==> config.mk <==
export PLATFORM = sky130hd
export DESIGN_NAME = ssm_top
export DESIGN_NICKNAME = d
export VERILOG_FILES = /design/src/hdl/ssm_pkg.sv /design/src/hdl/ssm_top.sv
export SDC_FILE = /design/constraint.sdc
export NUM_CORES = 1
export LEC_CHECK = 0
export ABC_AREA = 1
export CORE_MARGIN = 2
export CORE_UTILIZATION = 45
export DETAILED_ROUTE_END_ITERATION = 16
export DONT_BUFFER_PORTS = 1
export GPL_ROUTABILITY_DRIVEN = 0
export PLACE_DENSITY = 0.68
export REMOVE_ABC_BUFFERS = 1
export SLEW_MARGIN = 15
export SYNTH_ARGS = -nofsm -noshare
export SYNTH_HDL_FRONTEND = slang
export SYNTH_SLANG_ARGS = --single-unit
==> constraint.sdc <==
create_clock -name clock -period 2.5 [get_ports clock]
set_clock_uncertainty 0.15 [all_clocks]
set_input_delay 0.5 -clock clock [delete_from_list [all_inputs] [get_ports clock]]
set_output_delay 0.5 -clock clock [all_outputs]
set_load 0.05 [all_outputs]
==> src/hdl/ssm_pkg.sv <==
/*
 * Constants and types for the stop-option and mode-select logic of a servo
 * drive object dictionary.
 * Assumes one drive clock at 100 MHz and a synchronous reset.
 */
package ssm_pkg;
	// object dictionary indices
	localparam logic [15:0] IDX_QUICK_STOP_OPTION = 16'h605a;
	localparam logic [15:0] IDX_SHUTDOWN_OPTION = 16'h605b;
	localparam logic [15:0] IDX_DISABLE_OPERATION_OPTION = 16'h605c;
	localparam logic [15:0] IDX_HALT_OPTION = 16'h605d;
	localparam logic [15:0] IDX_FAULT_REACTION_OPTION = 16'h605e;
	localparam logic [15:0] IDX_MODE_REQUEST = 16'h6060;
	localparam logic [15:0] IDX_MODE_DISPLAY = 16'h6061;
	localparam logic [15:0] IDX_SUPPORTED_MODES = 16'h6502;

	// values after reset
	localparam logic [15:0] RST_QUICK_STOP_OPTION = 16'h0002;
	localparam logic [15:0] RST_SHUTDOWN_OPTION = 16'h0000;
	localparam logic [15:0] RST_DISABLE_OPERATION_OPTION = 16'h0000;
	localparam logic [15:0] RST_HALT_OPTION = 16'h0001;
	localparam logic [15:0] RST_FAULT_REACTION_OPTION = 16'h0000;
	localparam logic [7:0] RST_MODE = 8'h00;
	localparam logic [31:0] SUPPORTED_MODES = 32'h0000_03ed;

	// option codes
	localparam logic [15:0] OPT_SERVO_OFF = 16'h0000;
	localparam logic [15:0] OPT_PROFILE_NF = 16'h0001;
	localparam logic [15:0] OPT_QUICK_NF = 16'h0002;
	localparam logic [15:0] OPT_PROFILE_HOLD = 16'h0005;
	localparam logic [15:0] OPT_QUICK_HOLD = 16'h0006;
	localparam logic [15:0] OPT_HALT_PROFILE = 16'h0001;
	localparam logic [15:0] OPT_HALT_QUICK = 16'h0002;

	// mode codes
	localparam logic [7:0] MODE_NONE = 8'h00;
	localparam logic [7:0] MODE_PP = 8'h01;
	localparam logic [7:0] MODE_PV = 8'h03;
	localparam logic [7:0] MODE_PT = 8'h04;
	localparam logic [7:0] MODE_HM = 8'h06;
	localparam logic [7:0] MODE_IP = 8'h07;
	localparam logic [7:0] MODE_CSP = 8'h08;
	localparam logic [7:0] MODE_CSV = 8'h09;
	localparam logic [7:0] MODE_CST = 8'h0a;

	// settle time after entering a cyclic mode
	localparam int CLOCK_MHZ = 100;
	localparam int SETTLE_US = 1000;
	localparam int SETTLE_CYC = SETTLE_US * CLOCK_MHZ;
	localparam int SETTLE_W = 17;

	typedef enum logic [2:0] {
		ST_IDLE = 3'b000,
		ST_RAMP = 3'b001,
		ST_SERVO_OFF = 3'b010,
		ST_QS_HOLD = 3'b011,
		ST_MODE_RAMP = 3'b100
	} ssm_stop_t;

	// what the stop sequence leads to once the axis rests
	typedef enum logic [1:0] {
		WHY_NO_FAULT = 2'b00,
		WHY_QS_HOLD = 2'b01,
		WHY_FAULT = 2'b10
	} ssm_why_t;

	typedef struct packed {
		ssm_stop_t st;
		ssm_why_t why;
		logic quick;
		logic sel2;
		logic [15:0] qs_opt;
		logic [15:0] sd_opt;
		logic [15:0] do_opt;
		logic [15:0] halt_opt;
		logic [15:0] fr_opt;
		logic [7:0] req;
		logic [7:0] disp;
		logic [SETTLE_W-1:0] settle;
		logic [31:0] rdata;
		logic ack;
		logic err;
		logic nf_pulse;
		logic fault_pulse;
		logic discard;
	} ssm_state_t;
endpackage

==> src/hdl/ssm_top.sv <==
/*
 * Stop-option and mode-select logic: holds the stop option objects, runs the
 * stop sequence for quick stop, shutdown, disable operation, halt and faults,
 * and manages operating mode changes.
 * Assumes the drive state machine issues one-cycle event pulses, the motion
 * core reports axis_stopped and homing_busy, and the object dictionary port
 * issues single-cycle od_wr or od_rd strobes.
 */
// How it works
// - quick-stop option, codes 0,1,2,5,6, reset 2
// - quick-stop code 0: servo off, stop method
// - codes 1,2 ramp then No Fault
// - codes 5,6 ramp then hold Quick Stop
// - shutdown option 0 servo off, 1 ramp
// - disable-operation option 0 off, 1 ramp
// - halt bit ramps with halt option decel
// - fault reaction: servo off, stop method
// - supported modes read-only word 0x03ed
// - unsupported and reserved mode bits read zero
// - mode request 8-bit, 0 to 10, reset 0
// - decode mode values; 2 and 5 unassigned
// - mode display shows active mode, reset 0
// - leaving PP or CSP discards positions
// - leaving velocity/torque modes ramps stop first
// - no mode change while homing runs
// - codes 0,1,2 return to No Fault alone
// - codes 5,6 hold until enable, shutdown or disable command, or alarm

`timescale 1ns/1ns
`default_nettype none
module ssm_top #(
	parameter int CYC_SETTLE = ssm_pkg::SETTLE_CYC
) (
	input wire logic clock,
	input wire logic sys_rst,
	input wire logic [15:0] od_index,
	input wire logic od_wr,
	input wire logic od_rd,
	input wire logic [31:0] od_wdata,
	output logic [31:0] od_rdata,
	output logic od_ack,
	output logic od_err,
	input wire logic quick_stop_cmd,
	input wire logic shutdown_cmd,
	input wire logic disable_op_cmd,
	input wire logic enable_op_cmd,
	input wire logic alarm,
	input wire logic halt,
	input wire logic axis_stopped,
	input wire logic homing_busy,
	output logic ramp_active,
	output logic decel_quick,
	output logic servo_off,
	output logic off_stop_sel,
	output logic quick_stop_hold,
	output logic enter_no_fault,
	output logic enter_fault,
	output logic discard_pos,
	output logic [7:0] mode_display,
	output logic cyclic_settling
);
	import ssm_pkg::*;

	localparam logic [SETTLE_W-1:0] SETTLE_LOAD = SETTLE_W'(CYC_SETTLE);

	ssm_state_t s_reg;
	ssm_state_t s_next;

	function automatic logic qs_valid(input logic [15:0] v);
		qs_valid = (v == OPT_SERVO_OFF) || (v == OPT_PROFILE_NF) || (v == OPT_QUICK_NF) ||
			(v == OPT_PROFILE_HOLD) || (v == OPT_QUICK_HOLD);
	endfunction

	function automatic logic mode_valid(input logic [31:0] v);
		mode_valid = (v[31:8] == 24'h000000) && ((v[7:0] == MODE_NONE) || (v[7:0] == MODE_PP) ||
			(v[7:0] == MODE_PV) || (v[7:0] == MODE_PT) || (v[7:0] == MODE_HM) ||
			(v[7:0] == MODE_IP) || (v[7:0] == MODE_CSP) || (v[7:0] == MODE_CSV) ||
			(v[7:0] == MODE_CST));
	endfunction

	// velocity and torque modes ramp to rest before leaving
	function automatic logic is_ramp_mode(input logic [7:0] m);
		is_ramp_mode = (m == MODE_PV) || (m == MODE_CSV) || (m == MODE_PT) || (m == MODE_CST);
	endfunction

	logic wr_ok;
	logic hi_zero;
	logic mode_pending;
	logic take_mode;

	always_comb begin
		s_next = s_reg;
		s_next.ack = 1'b0;
		s_next.err = 1'b0;
		s_next.nf_pulse = 1'b0;
		s_next.fault_pulse = 1'b0;
		s_next.discard = 1'b0;
		wr_ok = 1'b0;
		take_mode = 1'b0;
		hi_zero = (od_wdata[31:16] == 16'h0000);

		// object dictionary access
		// 16-bit options need a clear upper half, so negative codes are refused
		if (od_wr) begin
			s_next.ack = 1'b1;
			unique case (od_index)
				IDX_QUICK_STOP_OPTION: begin
					wr_ok = hi_zero && qs_valid(od_wdata[15:0]);
					if (wr_ok) begin
						s_next.qs_opt = od_wdata[15:0];
					end
				end
				IDX_SHUTDOWN_OPTION: begin
					wr_ok = hi_zero &&
						(od_wdata[15:0] == OPT_SERVO_OFF || od_wdata[15:0] == OPT_PROFILE_NF);
					if (wr_ok) begin
						s_next.sd_opt = od_wdata[15:0];
					end
				end
				IDX_DISABLE_OPERATION_OPTION: begin
					wr_ok = hi_zero &&
						(od_wdata[15:0] == OPT_SERVO_OFF || od_wdata[15:0] == OPT_PROFILE_NF);
					if (wr_ok) begin
						s_next.do_opt = od_wdata[15:0];
					end
				end
				IDX_HALT_OPTION: begin
					wr_ok = hi_zero &&
						(od_wdata[15:0] == OPT_HALT_PROFILE || od_wdata[15:0] == OPT_HALT_QUICK);
					if (wr_ok) begin
						s_next.halt_opt = od_wdata[15:0];
					end
				end
				IDX_FAULT_REACTION_OPTION: begin
					wr_ok = hi_zero && (od_wdata[15:0] == OPT_SERVO_OFF);
					if (wr_ok) begin
						s_next.fr_opt = od_wdata[15:0];
					end
				end
				IDX_MODE_REQUEST: begin
					wr_ok = mode_valid(od_wdata);
					if (wr_ok) begin
						s_next.req = od_wdata[7:0];
					end
				end
				default: wr_ok = 1'b0;
			endcase
			s_next.err = !wr_ok;
		end else if (od_rd) begin
			// options read back sign-extended as 16-bit signed objects
			s_next.ack = 1'b1;
			unique case (od_index)
				IDX_QUICK_STOP_OPTION: s_next.rdata = {{16{s_reg.qs_opt[15]}}, s_reg.qs_opt};
				IDX_SHUTDOWN_OPTION: s_next.rdata = {{16{s_reg.sd_opt[15]}}, s_reg.sd_opt};
				IDX_DISABLE_OPERATION_OPTION: s_next.rdata = {{16{s_reg.do_opt[15]}}, s_reg.do_opt};
				IDX_HALT_OPTION: s_next.rdata = {{16{s_reg.halt_opt[15]}}, s_reg.halt_opt};
				IDX_FAULT_REACTION_OPTION: s_next.rdata = {{16{s_reg.fr_opt[15]}}, s_reg.fr_opt};
				IDX_MODE_REQUEST: s_next.rdata = {24'h000000, s_reg.req};
				IDX_MODE_DISPLAY: s_next.rdata = {24'h000000, s_reg.disp};
				IDX_SUPPORTED_MODES: s_next.rdata = SUPPORTED_MODES;
				default: begin
					s_next.rdata = 32'h0000_0000;
					s_next.err = 1'b1;
				end
			endcase
		end

		// settle window: cyclic commands from the host are not safe yet
		if (s_reg.settle != '0) begin
			s_next.settle = s_reg.settle - SETTLE_W'(1);
		end

		// a change waits while homing runs
		mode_pending = (s_reg.req != MODE_NONE) && (s_reg.req != s_reg.disp) &&
			!((s_reg.disp == MODE_HM) && homing_busy);

		// stop sequencer; alarm wins over everything
		// a held alarm level does not restart a fault stop already running
		if (alarm && !(s_reg.st == ST_SERVO_OFF && s_reg.why == WHY_FAULT)) begin
			s_next.st = ST_SERVO_OFF;
			s_next.why = WHY_FAULT;
			s_next.sel2 = 1'b0;
		end else begin
			unique case (s_reg.st)
				ST_IDLE, ST_MODE_RAMP: begin
					if (quick_stop_cmd) begin
						unique case (s_reg.qs_opt)
							OPT_SERVO_OFF: begin
								s_next.st = ST_SERVO_OFF;
								s_next.why = WHY_NO_FAULT;
								s_next.sel2 = 1'b0;
							end
							OPT_PROFILE_NF, OPT_QUICK_NF: begin
								s_next.st = ST_RAMP;
								s_next.why = WHY_NO_FAULT;
								s_next.quick = (s_reg.qs_opt == OPT_QUICK_NF);
							end
							default: begin
								s_next.st = ST_RAMP;
								s_next.why = WHY_QS_HOLD;
								s_next.quick = (s_reg.qs_opt == OPT_QUICK_HOLD);
							end
						endcase
					end else if (shutdown_cmd || disable_op_cmd) begin
						s_next.why = WHY_NO_FAULT;
						s_next.quick = 1'b0;
						s_next.sel2 = disable_op_cmd;
						if ((shutdown_cmd && s_reg.sd_opt == OPT_PROFILE_NF) ||
							(disable_op_cmd && s_reg.do_opt == OPT_PROFILE_NF)) begin
							s_next.st = ST_RAMP;
						end else begin
							s_next.st = ST_SERVO_OFF;
						end
					end else if (mode_pending && is_ramp_mode(s_reg.disp) && !axis_stopped) begin
						s_next.st = ST_MODE_RAMP;
						s_next.quick = 1'b0;
					end else if (mode_pending) begin
						take_mode = 1'b1;
						s_next.st = ST_IDLE;
					end else if (s_reg.st == ST_MODE_RAMP) begin
						s_next.st = ST_IDLE;
					end
				end
				ST_RAMP, ST_SERVO_OFF: begin
					// further quick stop, shutdown and disable events are ignored until the axis rests
					if (axis_stopped) begin
						unique case (s_reg.why)
							WHY_QS_HOLD: s_next.st = ST_QS_HOLD;
							WHY_FAULT: begin
								s_next.st = ST_IDLE;
								s_next.fault_pulse = 1'b1;
							end
							default: begin
								s_next.st = ST_IDLE;
								s_next.nf_pulse = 1'b1;
							end
						endcase
					end
				end
				ST_QS_HOLD: begin
					// shutdown or disable from the hold also ends in No Fault
					if (enable_op_cmd) begin
						s_next.st = ST_IDLE;
					end else if (shutdown_cmd || disable_op_cmd) begin
						s_next.st = ST_IDLE;
						s_next.nf_pulse = 1'b1;
					end
				end
				default: s_next.st = ST_IDLE;
			endcase
		end

		// the mode being left decides the discard; a cyclic target opens the settle window
		if (take_mode) begin
			s_next.disp = s_reg.req;
			s_next.discard = (s_reg.disp == MODE_PP) || (s_reg.disp == MODE_CSP);
			if (s_reg.req == MODE_CSP || s_reg.req == MODE_CSV || s_reg.req == MODE_CST) begin
				s_next.settle = SETTLE_LOAD;
			end
		end

		// reset last, so it overrides a write in the same cycle
		if (sys_rst) begin
			s_next = '0;
			s_next.st = ST_IDLE;
			s_next.why = WHY_NO_FAULT;
			s_next.qs_opt = RST_QUICK_STOP_OPTION;
			s_next.sd_opt = RST_SHUTDOWN_OPTION;
			s_next.do_opt = RST_DISABLE_OPERATION_OPTION;
			s_next.halt_opt = RST_HALT_OPTION;
			s_next.fr_opt = RST_FAULT_REACTION_OPTION;
			s_next.req = RST_MODE;
			s_next.disp = RST_MODE;
		end
	end

	always_ff @(posedge clock) begin
		s_reg <= s_next;
	end

	always_comb begin
		// halt ramps only while no stop sequence owns the axis
		ramp_active = (s_reg.st == ST_RAMP) || (s_reg.st == ST_MODE_RAMP) ||
			((s_reg.st == ST_IDLE) && halt);
		if (s_reg.st == ST_IDLE) begin
			decel_quick = halt && (s_reg.halt_opt == OPT_HALT_QUICK);
		end else begin
			decel_quick = (s_reg.st == ST_RAMP) && s_reg.quick;
		end
	end

	assign servo_off = (s_reg.st == ST_SERVO_OFF);
	assign off_stop_sel = s_reg.sel2;
	assign quick_stop_hold = (s_reg.st == ST_QS_HOLD);
	assign enter_no_fault = s_reg.nf_pulse;
	assign enter_fault = s_reg.fault_pulse;
	assign discard_pos = s_reg.discard;
	assign mode_display = s_reg.disp;
	assign cyclic_settling = (s_reg.settle != '0);
	assign od_rdata = s_reg.rdata;
	assign od_ack = s_reg.ack;
	assign od_err = s_reg.err;
endmodule
`default_nettype wire

==> results of run 1 <==
==> report_power, final <==
part	leakage (nW)	internal [mW]	switching, mW
combinational	2.07	0.447	0.799
sequential	1.14	2.38	0.120
clock	0.297	1.39	1.15
==> what timing repair did <==
action,CTS,global route
setup buffers,0,0
setup endpoints to repair,0,0
hold buffers,4,0
hold endpoints to repair,20,0
==> layer usage <==
layer  vias up  wire (µm)
li1       3352          -
met3        29       1040
met1      2957       8880
met2       172       8600
met4         0        385
met5         -          0
==> cell families after synthesis <==
kind of cell	count (synthesis)	share of synthesized area [%]
adders and majority gates	3	0.508
AOI/OAI and AO/OA	111	9.02
buffers and inverters	206	13.3
xor gates and xnor gates	12	1.42
DFF	141	38.2
and+or+nand+nor	609	37.5
==> Yosys cell counts (all sizes together) (2+ instances only) <==
cell type    n
o21ai       56
dfxtp      141
inv        137
nand2      252
a211oi       2
a31oi        2
xnor2        2
nor3b       24
nor3        52
ha           3
nor4         7
nor2       186
clkbuf      12
nand3b       2
o22ai        2
xor2        10
buf         57
nand4       13
nand3       69
and2         3
a21oi       43
==> worst max-delay path by stage <==
stage / startpoint / to / cells past startpoint
5_1_grt: s_reg[37] / cyclic_settling / 6
3_3_place_gp: od_wdata[31] / s_reg[102] / 8
3_5_place_dp: od_index[12] / s_reg[92] / 8
4_1_cts: s_reg[88] / decel_quick / 4
2_1_floorplan: od_rdata[30] / od_rdata[30] / 2
6_report: od_rdata[30] / od_rdata[15] / 1
==> per-stage QoR <==
stage / std cells / worst slack, ps / util [%] / instance area, µm² / power, mW
2_1_floorplan: 1013 / -4150 / - / 6920 / 3.52
4_1_cts: 1289 / 143 / 50.8 / 8100 / 6.32
6_report: 1289 / 177 / 50.8 / 8100 / 6.28
3_3_place_gp: 1253 / 265 / 46.7 / 7440 / 3.72
5_1_grt: 1289 / 81.7 / 50.8 / 8100 / 6.62
3_5_place_dp: 1253 / 260 / 46.7 / 7440 / 3.75
==> final cells by class <==
class | count | share of cell area [%]
repair buffers | 28 | 3.80
inverters | 137 | 6.38
flip-flops and latches | 141 | 34.9
well taps | 216 | 3.34
clock buffers | 18 | 5.56
clock inverters | 14 | 1.73
multi-input cells | 735 | 44.3
==> run summary, run 1 <==
Hold Path Depth - 2
post-synthesis sequential area ratio - 38.2%
status - finished, final reports clean
Port Buf Inserts - 0
P_leak - 3.51 nW
total grt overflow - 0
final net count - 1123
EDFF count, synth - 0
min Tclk post-route - 2320 ps
remaining antenna violation count - 0
clock transition at the registers of the reported paths - 70 ps
Slew headroom - 59.1%
total area of sequential cells - 2830 µm²
Max-cap violations - 0
vias in the first global route - 6303
num ports - 111
Vias - 6510
Worst VDD drop - 535 µV
Routed wire per std cell - 14.7 µm
largest area contributor in the netlist - dfxtp_1
setup TNS - 0 ps
most frequent cells in the layout - 234 x nand2_1, 173 x nor2_1, 140 x dfxtp_1, 125 x inv_1, 66 x nand3_1
PwrDens - 776 nW/µm²
Top FF cell, synth - dfxtp_1
Max stage delay cell, worst path - dfxtp_4
row cnt - 46
Yosys top cell area share - 38.2%
worst reg2reg startpoint - mode_display[2]
WP data required - 1850 ps
Residual DRC - 0
worst path cell trace - buf_4
GR Util met2 - 36.5%
part of the cycle the worst path needs - 92.9%
vias per cell - 5.05
worst r2r path cells - 11
Warnings, synthesis - 0
largest net degree at the start of global routing - 35
die width - 132 µm
max reg flops - 111
CP startpoint kind - register
FILL cells - 1599
first-pass GRT wire length - 31300 µm
Root Buffer - clkbuf_16
Critical Path End Type - primary output
mapped cell area - 7390 µm²
Worst Tran Pin Value - 613 ps
Hold WC Path Type - in -> reg
post-cts resize count - 0
count of unique library cells instantiated by Yosys - 49
Num CTS Buffers - 17
ys async rst share - 0%
diode count - 0
TritonCTS Sinks - 141
min-delay src - sys_rst
most common cell after layout, fill and taps aside - nand2_1
hold slack - 52.5 ps
Seq cells post-synth - 141
RSZ-0062 raised after global routing - false
initial antenna violation count - 0
Cells after Synth - 1082
Slew Limit Fails - 0
die area - 17500 µm²
GR Util All Layers - 22.6%
critical path peak fanout - 6
crit-path max cell delay - 660 ps
flop2flop setup slack - 460 ps
maximum root-to-sink buffer count - 2
Multi-input gate area - 3590 µm²
family with the most delay on the worst path - flip-flops
Initial Utilization - 46.4%
max frequency - 430 MHz
Area Overhead vs Synth - 9.62%
setup violators final - 0
Worst Hold Endpoint - s_reg[135]
layout cells sized above 1 - 12.4%
mean post-synth cell area - 6.83 µm²
CP Buf/Inv Count - 1
CP Class - reg -> out
met3 Usage GRT - 5.15%
final hold violation count - 0
clk_lat worst skew - 430 ps
Iteration-0 DRC Markers - 357
Worst EP arrival - 1670 ps
H-tree levels - 4
Final HPWL DP - 13300 µm
Area contributors post-synth - dfxtp_1 38%, nand2_1 12%, nor2_1 8.8%
met1 Usage GRT - 29.5%
core area - 15900 µm²
Reg-to-Reg End - s_reg[43]
drt total wl - 18900 µm
GR peak layer - met2
die height - 132 µm
TritonRoute pass-1 iters - 7
TritonCTS clock tree - built
(Power assumes the default switching activity.)
==> inputs of run 2 (changes only) <==
--- a/config.mk
+++ b/config.mk
@@ -11,6 +11,7 @@
 export DETAILED_ROUTE_END_ITERATION = 16
 export DONT_BUFFER_PORTS = 1
 export GPL_ROUTABILITY_DRIVEN = 0
+export HOLD_SLACK_MARGIN = 0.15
 export PLACE_DENSITY = 0.68
 export REMOVE_ABC_BUFFERS = 1
 export SLEW_MARGIN = 15
==> run summary, run 2 (synthesized netlist as in run 1, its figures left out) <==
status - finished, final reports clean
CP startpoint kind - register
TritonRoute pass-1 iters - 5
CP Buf/Inv Count - 1
Post-DP Area - 7440 µm²
CP startpoint - s_reg[97]
core area - 15900 µm²
hold slack - 175 ps
remaining antenna violation count - 0
Area Overhead vs Synth - 12.2%
Final HPWL DP - 13300 µm
Residual DRC - 0
TritonCTS clock tree - built
TritonCTS Sinks - 141
Critical Path End Type - primary output
GR peak layer - met2
Max-cap violations - 0
stages on the worst setup path - 4
PwrDens - 765 nW/µm²
worst path cell trace - nor4_1, nand4_1, o22ai_1, buf_4
WP data required - 1850 ps
Root Buffer - clkbuf_16
Max stage delay cell, worst path - dfxtp_1
H-tree levels - 4
critical path peak fanout - 3
largest net degree at the start of global routing - 89
row cnt - 46
DP Cell Count - 1253
maximum root-to-sink buffer count - 2
die width - 132 µm
Finished Cell Area - 8290 µm²
Routed wire per std cell - 14.4 µm
worst r2r path cells - 10
diode count - 0
vias per cell - 5.04
P_leak - 3.59 nW
first-pass GRT wire length - 31100 µm
num ports - 111
CP Class - reg -> out
die height - 132 µm
total grt overflow - 0
Worst Tran Pin Value - 593 ps
most frequent cells in the layout - 234 x nand2_1, 171 x nor2_1, 135 x dfxtp_1, 125 x inv_1, 64 x nand3_1
Slew headroom - 60.4%
Num CTS Buffers - 17
GR Util met2 - 35.6%
final net count - 1139
part of the cycle the worst path needs - 93.9%
Hold WC Path Type - in -> reg
Worst VDD drop - 539 µV
Iteration-0 DRC Markers - 394
most common cell after layout, fill and taps aside - nand2_1
final hold violation count - 0
crit-path max cell delay - 350 ps
GR Util All Layers - 22.3%
max reg flops - 111
clock transition at the registers of the reported paths - 70 ps
Reg-to-Reg End - s_reg[155]
min Tclk post-route - 2350 ps
Worst EP arrival - 1700 ps
setup violators final - 0
Vias - 6581
die area - 17500 µm²
Slew Limit Fails - 0
flop2flop setup slack - 170 ps
max frequency - 426 MHz
drt total wl - 18800 µm
Initial Utilization - 46.4%
Finished Layout Cells - 1305
Port Buf Inserts - 0
worst setup path endpoint - decel_quick
layout cells sized above 1 - 13.2%
vias in the first global route - 6351
family with the most delay on the worst path - simple AND/OR/NAND/NOR gates
met3 Usage GRT - 5.15%
met1 Usage GRT - 29.3%
clk_lat worst skew - 440 ps
worst reg2reg startpoint - s_reg[146]
initial antenna violation count - 0
-- run 2: cell type report --
cell class,count,area (µm²)
clock buffers,18,450
clock inverters,14,140
fillers,1588,7650
inverters,137,519
multi-input cells,735,3630
flip-flops and latches,141,2830
well taps,216,270
repair buffers,44,450
-- run 2: power by group --
part	total, mW	switching, mW	internal (mW)
Combinational	1.31	0.831	0.475
Clock	2.54	1.15	1.39
Sequential	2.50	0.121	2.38
-- run 2: worst register-to-register path, delay by kind of cell, from the launching register on --
kind                   cells  cell delay, ps
AOI/OAI and AO/OA          3             490
buffers and inverters      1             560
and+or+nand+nor            6             750
DFF                        1             310
-- run 2: metrics by stage --
step | TNS, ps | util (%) | setup WS [ps] | power (mW)
final | 0 | 52.0 | 152 | 6.35
after global routing | -10.1 | 52.0 | -10.1 | 6.68
after CTS | 0 | 51.6 | 11.9 | 6.34
after detailed placement | 0 | 46.7 | 260 | 3.75
after global placement | 0 | 46.7 | 265 | 3.72
after floorplan | -70550 | - | -4150 | 3.52
-- run 2: worst min path at each step --
| stage | start | to | slack, ps | cells past startpoint |
|---|---|---|---|---|
| 5_1_grt | od_wr | s_reg[65] | 180 | 2 |
| 4_1_cts | od_wr | s_reg[65] | 160 | 2 |
| 6_report | od_wr | s_reg[65] | 180 | 2 |
| 2_1_floorplan | s_reg[74] | s_reg[74] | 270 | 2 |
| 3_5_place_dp | s_reg[78] | s_reg[78] | 280 | 2 |
| 3_3_place_gp | s_reg[78] | s_reg[78] | 280 | 2 |
-- run 2: repair_timing --
item	in CTS	in global routing
setup buffers	0	2
setup endpoints to repair	0	4
hold endpoints to repair	105	0
resized for setup	0	15
hold buffers	18	0
-- run 2: per-layer routing --
layer / vias to the layer above / part of all wire (%)
met5: - / 0
met2: 138 / 46
li1: 3378 / -
met3: 27 / 5.0
met1: 3038 / 47
met4: 0 / 1.9
==> inputs of run 3 (changes only) <==
--- a/config.mk
+++ b/config.mk
@@ -6,6 +6,7 @@
 export NUM_CORES = 1
 export LEC_CHECK = 0
 export ABC_AREA = 1
+export CORE_ASPECT_RATIO = 1.2
 export CORE_MARGIN = 2
 export CORE_UTILIZATION = 45
 export DETAILED_ROUTE_END_ITERATION = 16
==> run summary, run 3 (synthesized netlist as in run 1, its figures left out) <==
vias in the first global route - 6164
Final HPWL DP - 13500 µm
num ports - 111
most frequent cells in the layout - 234 x nand2_1, 171 x nor2_1, 135 x dfxtp_1, 125 x inv_1, 65 x nand3_1
Sw Ratio - 31.6%
Sw Pwr - 2.00 mW
TritonCTS clock tree - built
clock transition at the registers of the reported paths - 60 ps
Hold WC Path Type - in -> reg
PwrDens - 773 nW/µm²
CP Class - reg -> out
first-pass GRT wire length - 30900 µm
TritonRoute pass-1 iters - 7
Critical Path End Type - primary output
CP Buf/Inv Count - 1
Flop pwr share - 39.3%
max frequency - 423 MHz
die height - 144 µm
Max stage delay cell, worst path - dfxtp_1
worst path cell trace - nor4_1, nand4_1, o22ai_1, buf_4
Worst EP arrival - 1710 ps
Layout Utilization - 50.8%
FILL cells - 1633
Finished Layout Cells - 1300
drt total wl - 18800 µm
status - finished, final reports clean
clk_lat worst skew - 430 ps
Port Buf Inserts - 0
most common cell after layout, fill and taps aside - nand2_1
setup TNS - 0 ps
Root Buffer - clkbuf_16
GR Util All Layers - 22.4%
Routed wire per std cell - 14.5 µm
final net count - 1138
critical path peak fanout - 3
Area Overhead vs Synth - 11.0%
largest net degree at the start of global routing - 90
Gate power share - 20.7%
final hold violation count - 0
Overall Power - 6.34 mW
layout cells sized above 1 - 13.0%
min Tclk post-route - 2360 ps
Slew Limit Fails - 0
Max-cap violations - 0
maximum root-to-sink buffer count - 2
clock network fraction of total power - 40.0%
Vias - 6652
initial antenna violation count - 0
Iteration-0 DRC Markers - 660
WP data required - 1850 ps
part of the cycle the worst path needs - 94.6%
Int Power - 4.34 mW
DP Cell Count - 1248
P_leak - 3.56 nW
vias per cell - 5.12
remaining antenna violation count - 0
row cnt - 51
Worst Tran Pin Value - 821 ps
setup violators final - 0
Initial Utilization - 45.8%
Num CTS Buffers - 17
Slew headroom - 45.3%
Residual DRC - 0
family with the most delay on the worst path - simple AND/OR/NAND/NOR gates
RSZ-0062 raised after global routing - false
H-tree levels - 4
max reg flops - 111
core area - 16100 µm²
CP startpoint kind - register
die width - 121 µm
die area - 17500 µm²
crit-path max cell delay - 350 ps
total grt overflow - 0
TritonCTS Sinks - 141
diode count - 0
Worst VDD drop - 557 µV
run 3: area by class of cell:
cell class	instances	area, µm²	share of cell area [%]
clock buffer	19	433	5.28
sequential	141	2830	34.5
clock inverter	13	153	1.86
timing repair buffer	43	400	4.88
inverter	137	517	6.30
multi-input combinational	735	3600	43.9
tap	212	265	3.23
run 3: timing repair:
action                                  CTS  global route
buffers inserted                          0             4
endpoints found under the hold margin   104             0
hold buffers                             16             0
gates resized for setup                   0             9
endpoints found under the setup margin    0             1
run 3: power groups by stage:
stage          sequential [mW]  combinational, mW  clock (mW)
2_1_floorplan             2.52               1.00           0
6_report                  2.49               1.31        2.54
4_1_cts                   2.49               1.29        2.57
5_1_grt                   2.51               1.50        2.67
3_3_place_gp              2.53               1.19           0
3_5_place_dp              2.53               1.20           0
run 3: path summary, 6_finish.rpt:
kind	from	to	slack [ps]	depth (start not counted)
min	od_wr	od_ack	180	2
min reg2reg	s_reg[78]	s_reg[78]	290	2
max reg2reg	s_reg[37]	s_reg[42]	210	9
max	s_reg[96]	decel_quick	140	4
run 3: per-stage QoR:
step | instance area, µm² | setup slack [ps] | hold slack (ps)
finish | 8200 | 135 | 184
detailed placement | 7390 | 291 | 278
floorplan | 6920 | -4150 | 266
global route | 8200 | 7.65 | 189
CTS | 8150 | 65.4 | 156
global placement | 7390 | 290 | 276
run 3: layer usage:
layer | global-route usage (%) | vias to the layer above | wire length [µm]
met5 | 0 | - | 0
met4 | 7.83 | 0 | 414
met3 | 4.73 | 35 | 1250
met2 | 37.6 | 218 | 8890
met1 | 28.4 | 3014 | 8290
li1 | - | 3385 | -
